<file path="config.mk">
export PLATFORM = sky130hd
export DESIGN_NAME = byte_op_and_branch_exec
export DESIGN_NICKNAME = d
export VERILOG_FILES = /design/src/byte_op_pkg.sv /design/src/op_classifier.sv /design/src/byte_op_and_branch_exec.sv
export SDC_FILE = /design/constraint.sdc
export NUM_CORES = 1
export LEC_CHECK = 0
export ABC_CLOCK_PERIOD_IN_PS = 4500
export BUFFER_PORTS_ARGS = -buffer_cell sky130_fd_sc_hd__buf_4
export CORE_ASPECT_RATIO = 2
export CORE_MARGIN = 2
export CORE_UTILIZATION = 55
export CTS_BUF_LIST = sky130_fd_sc_hd__clkbuf_4
export DETAILED_ROUTE_END_ITERATION = 8
export PLACE_DENSITY = 0.94
export SLEW_MARGIN = 20
export SYNTH_ARGS = -nofsm -noshare
export SYNTH_HDL_FRONTEND = slang
export SYNTH_HIERARCHICAL = 1
export SYNTH_SLANG_ARGS = --single-unit
</file>
<file path="constraint.sdc">
create_clock -name clk -period 4.5 [get_ports clk]
set_input_delay 0.45 -clock clk [delete_from_list [all_inputs] [get_ports clk]]
set_output_delay 0.45 -clock clk [all_outputs]
set_load 0.01 [all_outputs]
</file>
<file path="src/byte_op_pkg.sv">
// Package with opcodes, field positions, widths and reset values of the byte-op and branch unit.
package byte_op_pkg;
    localparam int DATA_W = 8;
    localparam int FADDR_W = 7;
    localparam int LIT_W = 11;
    localparam int PC_W = 13;
    localparam int LATCH_W = 8;
    localparam int INSTR_W = 14;
    // Opcode fields, upper six bits for file ops, upper three for the branch.
    localparam logic [5:0] OPC_COMPLEMENT = 6'h09;
    localparam logic [5:0] OPC_DECREMENT = 6'h03;
    localparam logic [5:0] OPC_DEC_SKIP = 6'h0b;
    localparam logic [5:0] OPC_CLEAR = 6'h01;
    localparam logic [2:0] OPC_BRANCH = 3'h5;
    // Field positions inside the instruction word, the upper latch and the program counter.
    localparam int DEST_BIT = 7;
    localparam int FADDR_LSB = 0;
    localparam int LIT_LSB = 0;
    localparam int LATCH_HI = 4;
    localparam int LATCH_LO = 3;
    localparam int PC_UPPER_LSB = 11;
    localparam logic [DATA_W-1:0] ZERO_BYTE = 8'h00;
    localparam logic [DATA_W-1:0] RESET_BYTE = 8'h00;
    localparam logic [FADDR_W-1:0] RESET_FADDR = 7'h00;
    localparam logic [PC_W-1:0] RESET_PC = 13'h0000;
    localparam logic [1:0] RESET_FLUSH = 2'h0;
    typedef enum {
        OP_NONE,
        OP_COMPLEMENT,
        OP_CLEAR_FILE,
        OP_DECREMENT,
        OP_CLEAR_WORKING,
        OP_DEC_SKIP,
        OP_BRANCH
    } op_kind_t;
endpackage : byte_op_pkg

</file>
<file path="src/op_classifier.sv">
// Instruction classifier that names the operation and splits its operand fields.
`timescale 1ns/100ps
`default_nettype none
module op_classifier
    import byte_op_pkg::*;
(
    // Instruction word.
    input wire logic [byte_op_pkg::INSTR_W-1:0] instr,
    // Decoded fields.
    output byte_op_pkg::op_kind_t kind,
    output logic dest_file,
    output logic [byte_op_pkg::FADDR_W-1:0] faddr,
    output logic [byte_op_pkg::LIT_W-1:0] literal
);
    always_comb begin
        dest_file = instr[DEST_BIT];
        faddr = instr[FADDR_LSB +: FADDR_W];
        literal = instr[LIT_LSB +: LIT_W];
        kind = OP_NONE;
        if (instr[13:11] == OPC_BRANCH) begin
            kind = OP_BRANCH;
        end else begin
            case (instr[13:8])
                OPC_COMPLEMENT: kind = OP_COMPLEMENT;
                OPC_DECREMENT: kind = OP_DECREMENT;
                OPC_DEC_SKIP: kind = OP_DEC_SKIP;
                OPC_CLEAR: kind = instr[DEST_BIT] ? OP_CLEAR_FILE : OP_CLEAR_WORKING;
                default: kind = OP_NONE;
            endcase
        end
    end
endmodule : op_classifier
`default_nettype wire

</file>
<file path="src/byte_op_and_branch_exec.sv">
// Execution unit for complement, clear, decrement, decrement-and-skip and absolute branch.
`timescale 1ns/100ps
`default_nettype none
module byte_op_and_branch_exec
    import byte_op_pkg::*;
(
    // Clock, reset and enable.
    input wire logic clk,
    input wire logic rst,
    input wire logic ce,
    // Instruction issue.
    input wire logic instr_valid,
    input wire logic [byte_op_pkg::INSTR_W-1:0] instr,
    input wire logic [byte_op_pkg::DATA_W-1:0] file_rdata,
    input wire logic [byte_op_pkg::LATCH_W-1:0] program_counter_upper_latch,
    // Result to the file register.
    output logic file_we,
    output logic [byte_op_pkg::FADDR_W-1:0] file_waddr,
    output logic [byte_op_pkg::DATA_W-1:0] file_wdata,
    output logic [byte_op_pkg::FADDR_W-1:0] file_raddr,
    // Result to the working register and the zero flag.
    output logic working_we,
    output logic [byte_op_pkg::DATA_W-1:0] working_wdata,
    output logic zero_we,
    output logic zero_value,
    // Program flow.
    output logic pc_load,
    output logic [byte_op_pkg::PC_W-1:0] program_counter,
    output logic flush,
    output logic no_operation
);
    import byte_op_pkg::*;

    // ------------------------------------------------------------
    // Decode
    // ------------------------------------------------------------
    op_kind_t kind;
    logic dest_file;
    logic [FADDR_W-1:0] faddr;
    logic [LIT_W-1:0] literal;

    op_classifier u_class (
        .instr(instr),
        .kind(kind),
        .dest_file(dest_file),
        .faddr(faddr),
        .literal(literal)
    );

    function automatic logic [DATA_W-1:0] dec_byte(input logic [DATA_W-1:0] v);
        dec_byte = v - 8'h01;
    endfunction : dec_byte

    // ------------------------------------------------------------
    // Execute
    // ------------------------------------------------------------
    logic [1:0] flush_pending;
    logic squash;
    logic live;
    logic [DATA_W-1:0] result;
    logic res_to_file;
    logic res_to_work;
    logic set_zero;
    logic zero_val;
    logic branch;
    logic skip;
    logic [PC_W-1:0] target;

    assign squash = (flush_pending != RESET_FLUSH);
    assign live = instr_valid && !squash;
    assign file_raddr = faddr;

    always_comb begin
        result = ZERO_BYTE;
        res_to_file = 1'b0;
        res_to_work = 1'b0;
        set_zero = 1'b0;
        zero_val = 1'b0;
        branch = 1'b0;
        skip = 1'b0;
        target = {program_counter_upper_latch[LATCH_HI:LATCH_LO], literal};
        if (live) begin
            case (kind)
                OP_COMPLEMENT: begin
                    result = ~file_rdata;
                    res_to_file = dest_file;
                    res_to_work = !dest_file;
                    set_zero = 1'b1;
                    zero_val = (result == ZERO_BYTE);
                end
                OP_CLEAR_FILE: begin
                    result = ZERO_BYTE;
                    res_to_file = 1'b1;
                    set_zero = 1'b1;
                    zero_val = 1'b1;
                end
                OP_DECREMENT: begin
                    result = dec_byte(file_rdata);
                    res_to_file = dest_file;
                    res_to_work = !dest_file;
                    set_zero = 1'b1;
                    zero_val = (result == ZERO_BYTE);
                end
                OP_CLEAR_WORKING: begin
                    result = ZERO_BYTE;
                    res_to_work = 1'b1;
                    set_zero = 1'b1;
                    zero_val = 1'b1;
                end
                OP_DEC_SKIP: begin
                    result = dec_byte(file_rdata);
                    res_to_file = dest_file;
                    res_to_work = !dest_file;
                    skip = (result == ZERO_BYTE);
                end
                OP_BRANCH: begin
                    branch = 1'b1;
                end
                default: begin
                    result = ZERO_BYTE;
                end
            endcase
        end
    end

    // ------------------------------------------------------------
    // Registered outputs
    // ------------------------------------------------------------
    logic [1:0] next_flush_pending;
    logic next_file_we;
    logic next_working_we;
    logic next_zero_we;
    logic next_zero_value;
    logic next_pc_load;
    logic [PC_W-1:0] next_program_counter;
    logic [FADDR_W-1:0] next_file_waddr;
    logic [DATA_W-1:0] next_file_wdata;
    logic [DATA_W-1:0] next_working_wdata;
    logic next_flush;
    logic next_no_operation;

    always_comb begin
        next_flush_pending = 2'h0;
        if (instr_valid) begin
            if (squash) begin
                next_flush_pending = flush_pending - 2'h1;
            end else if (branch || skip) begin
                next_flush_pending = 2'h1;
            end
        end else begin
            next_flush_pending = flush_pending;
        end
        next_file_we = res_to_file;
        next_file_waddr = faddr;
        next_file_wdata = result;
        next_working_we = res_to_work;
        next_working_wdata = result;
        next_zero_we = set_zero;
        next_zero_value = zero_val;
        next_pc_load = branch;
        next_program_counter = branch ? target : program_counter;
        next_flush = branch || skip;
        next_no_operation = instr_valid && squash;
    end

    always_ff @(posedge clk) begin
        if (rst) begin
            flush_pending <= RESET_FLUSH;
            file_we <= 1'b0;
            file_waddr <= RESET_FADDR;
            file_wdata <= RESET_BYTE;
            working_we <= 1'b0;
            working_wdata <= RESET_BYTE;
            zero_we <= 1'b0;
            zero_value <= 1'b0;
            pc_load <= 1'b0;
            program_counter <= RESET_PC;
            flush <= 1'b0;
            no_operation <= 1'b0;
        end else if (ce) begin
            flush_pending <= next_flush_pending;
            file_we <= next_file_we;
            file_waddr <= next_file_waddr;
            file_wdata <= next_file_wdata;
            working_we <= next_working_we;
            working_wdata <= next_working_wdata;
            zero_we <= next_zero_we;
            zero_value <= next_zero_value;
            pc_load <= next_pc_load;
            program_counter <= next_program_counter;
            flush <= next_flush;
            no_operation <= next_no_operation;
        end
    end
endmodule : byte_op_and_branch_exec
`default_nettype wire

</file>
==> reports/qor.yml <==
status:
  outcome: "finished clean"
routing:
  routed_wl_um: 4870
  ant_nets: 0
  first_pass_iters: 4
  vias: 1927
  drt-wirelength-per-cell_um: 13.1
  drt-initial-drc-count: 61
  viasPerCell: 5.19
  drc: 0
logic_synthesis:
  yosysWarnings: 6
  ys_seq_area_share_pct: 33.0
  synthTopCellsByArea: "dfxtp_1 (33%), buf_4 (19%), a21oi_1 (5.4%)"
  synth_top_cell_by_area: "dfxtp_1"
  async_flop_share_pct: 0
  ys_ff_latch: 37
  syn-cell-area_sq_um: 2240
  syn_inst: 276
  synthFlopType: "dfxtp_1"
  synth_edf_count: 0
  syn_avg_cell_area_sq_um: 8.13
  yosysTopAreaCellShare_pct: 33.0
  yosysUniqueCellTypes: 43
clocking:
  cts-root-buf: "clkbuf_4"
  clk_pin_slew_ns: 0.11
  h-tree-depth: 2
  post-cts-setup-buffer-count: 0
  cts_tree: "yes"
  cts_resized: 0
  ctsHoldBuffers: 0
  clkLatencyLatePin_ns: 0.34
  cts_num_sinks: 37
  cts.path.max_buffers: 2
  cts-buffers-inserted: 5
placed_design:
  gp_congestion: 0.850
  io_buffers: 77
  dp_hpwl_um: 3790
  post-place-cells: 363
critical_path:
  critPathBufInv: 2
  crit_top_cell: "buf_4"
  worstReg2RegStart: "flush_pending[0]$_SDFFE_PP0P_"
  setup.worst_path.start_class: "input port"
  end_kind: "register"
  reg2regPathDepth: 5
  crit_chain: "buf_4 > or4b_4 > o31ai_2 > nand2b_1 > nor2_1 > buf_4 > nand2_1 > o21ai_0 > a21oi_1"
  cpMaxStageDelayCell: "o31ai_2"
  max_stage_delay_ns: 0.63
  cp.arrival_ns: 2.89
  required_ns: 4.72
  cpLargestDelayFamily: "simple AND/OR/NAND/NOR gates"
  crit_fanout: 15
  ff2ff_setup_slack_ns: 2.61
  worstSetupPathType: "input port to register"
  r2r-end: "program_counter[1]$_SDFFE_PP0P_"
sta:
  slew_viol_final: 0
  worst_pin_slew_ns: 0.701
  period_needed_ns: 2.67
  fin_crit_sh_pct: 59.2
  max-slew-margin-rel_pct: 53.0
  grt_setup_unrepaired: "false"
  max_freq_mhz: 375
  setup_viol: 0
  finClkSkew_ns: 0.00510
  hold_viol_final: 0
  tns_ns: 0
layout:
  nets: 356
  fin_cells: 371
  area_growth_syn_to_layout_pct: 15.1
  final_util_pct: 66.5
  antenna_cells: 0
  drive_gt1_share_pct: 28.7
  final_cell_mix: "buf_4 (79), dfxtp_1 (37), conb_1 (29)"
  mostFrequentLayoutCell: "buf_4"
floorplanning:
  core_sq_um: 3880
  die_h_um: 94.3
  dieArea_sq_um: 4640
  ios: 84
  num_rows: 32
  start_util_pct: 57.8
  die_x_um: 49.2
global_routing:
  grt_pass1_vias: 1727
  grtUsageTotal_pct: 20.8
  antenna_found_initial: 0
  grt_max_degree: 32
  grt_pass1_wl_um: 7670
  grt_overflow: 0
power_and_ir_drop:
  vdd_drop_max_mv: 0.164
  power_uw: 606
  leakage_nw: 1.17
  p_per_area_nw_per_um2: 235
hold_path:
  hold_path.class: "input port to register"
  worstHoldEndpoint: "file_waddr[3]$_SDFFE_PP0P_"
  min_path_cells: 3
  holdCritStartpoint: "instr[3]"
run:
  max_cap_violations: 0
[state kept, by name (all words and copies together) (netlist names)]
name,cells
zero_value,1
flush_pending,2
no_operation,1
file_we,1
program_counter,13
file_waddr,7
working_wdata,8
flush,1
zero_we,1
pc_load,1
working_we,1
[through the flow]
stage          worst slack [ns]  hold WS, ns  area (sq um)
6_report                   1.83        0.362          2580
2_1_floorplan              2.01        0.443          2350
3_3_place_gp               1.55        0.446          2530
3_5_place_dp               1.51        0.456          2530
5_1_grt                    1.63        0.373          2580
4_1_cts                    1.87        0.372          2580
[layer usage]
layer  global-route usage [%]  wire length, um  vias to the layer above
li1                         -                -                      976
met1                     20.4             1750                      875
met2                     41.4             2790                       68
met3                     3.50              245                        8
met4                     7.86               74                        0
met5                        0                0                        -
[cell families after synthesis]
family          share of synthesized area, %
other cells                            0.167
xor+xnor                                3.90
compound gates                          15.6
mux                                     3.12
fa+ha+maj                               1.67
buf+inv                                 22.2
flops                                   33.0
simple gates                            20.4
[worst reg2reg max path, delay by kind of cell (launching register included)]
kind	cells	cell delay, ns
AND/OR/NAND/NOR	3	1.09
AO/OA/AOI/OAI	2	0.36
flip-flops	1	0.33
[synth_stat cells (2+ instances only)]
cell and n:
a21oi_1 24, a22o_1 6, buf_1 3, buf_2 2, buf_4 56, clkbuf_1 10
dfxtp_1 37, ha_1 3, inv_1 4, mux2i_1 7, nand2_1 15, nand3_1 4
nand4_1 17, nand4b_1 2, nor2_1 27, nor3_1 3, nor3b_1 3, nor4_1 7
o21ai_0 12, o21ai_1 3, xnor2_1 8, xor2_1 2
[report_power, final]
part	switching (mW)	total (mW)	internal (mW)
Clock	0.107	0.173	0.0656
Sequential	0.00227	0.334	0.332
Combinational	0.0544	0.0992	0.0448
[how the worst max path moves through the flow]
| stage | from | end | cells after the start |
|---|---|---|---|
| floorplan | instr[13] | program_counter[8]$_SDFFE_PP0P_ | 9 |
| global placement | instr[13] | program_counter[8]$_SDFFE_PP0P_ | 9 |
| detailed placement | instr[13] | program_counter[3]$_SDFFE_PP0P_ | 9 |
| CTS | instr[13] | program_counter[3]$_SDFFE_PP0P_ | 9 |
| global route | instr[13] | program_counter[5]$_SDFFE_PP0P_ | 9 |
| finish | instr[13] | program_counter[1]$_SDFFE_PP0P_ | 9 |
[layout make-up]
| cell class | instances | area, sq um |
|---|---|---|
| Tap cell | 51 | 63.8 |
| Inverter | 5 | 18.8 |
| Sequential cell | 37 | 741 |
| Clock buffer | 6 | 45.0 |
| Multi-Input combinational cell | 191 | 1110 |
| Fill cell | 324 | 1300 |
| Timing Repair Buffer | 79 | 593 |
| Clock inverter | 2 | 10.0 |
Power figures use the tool's default switching activity.
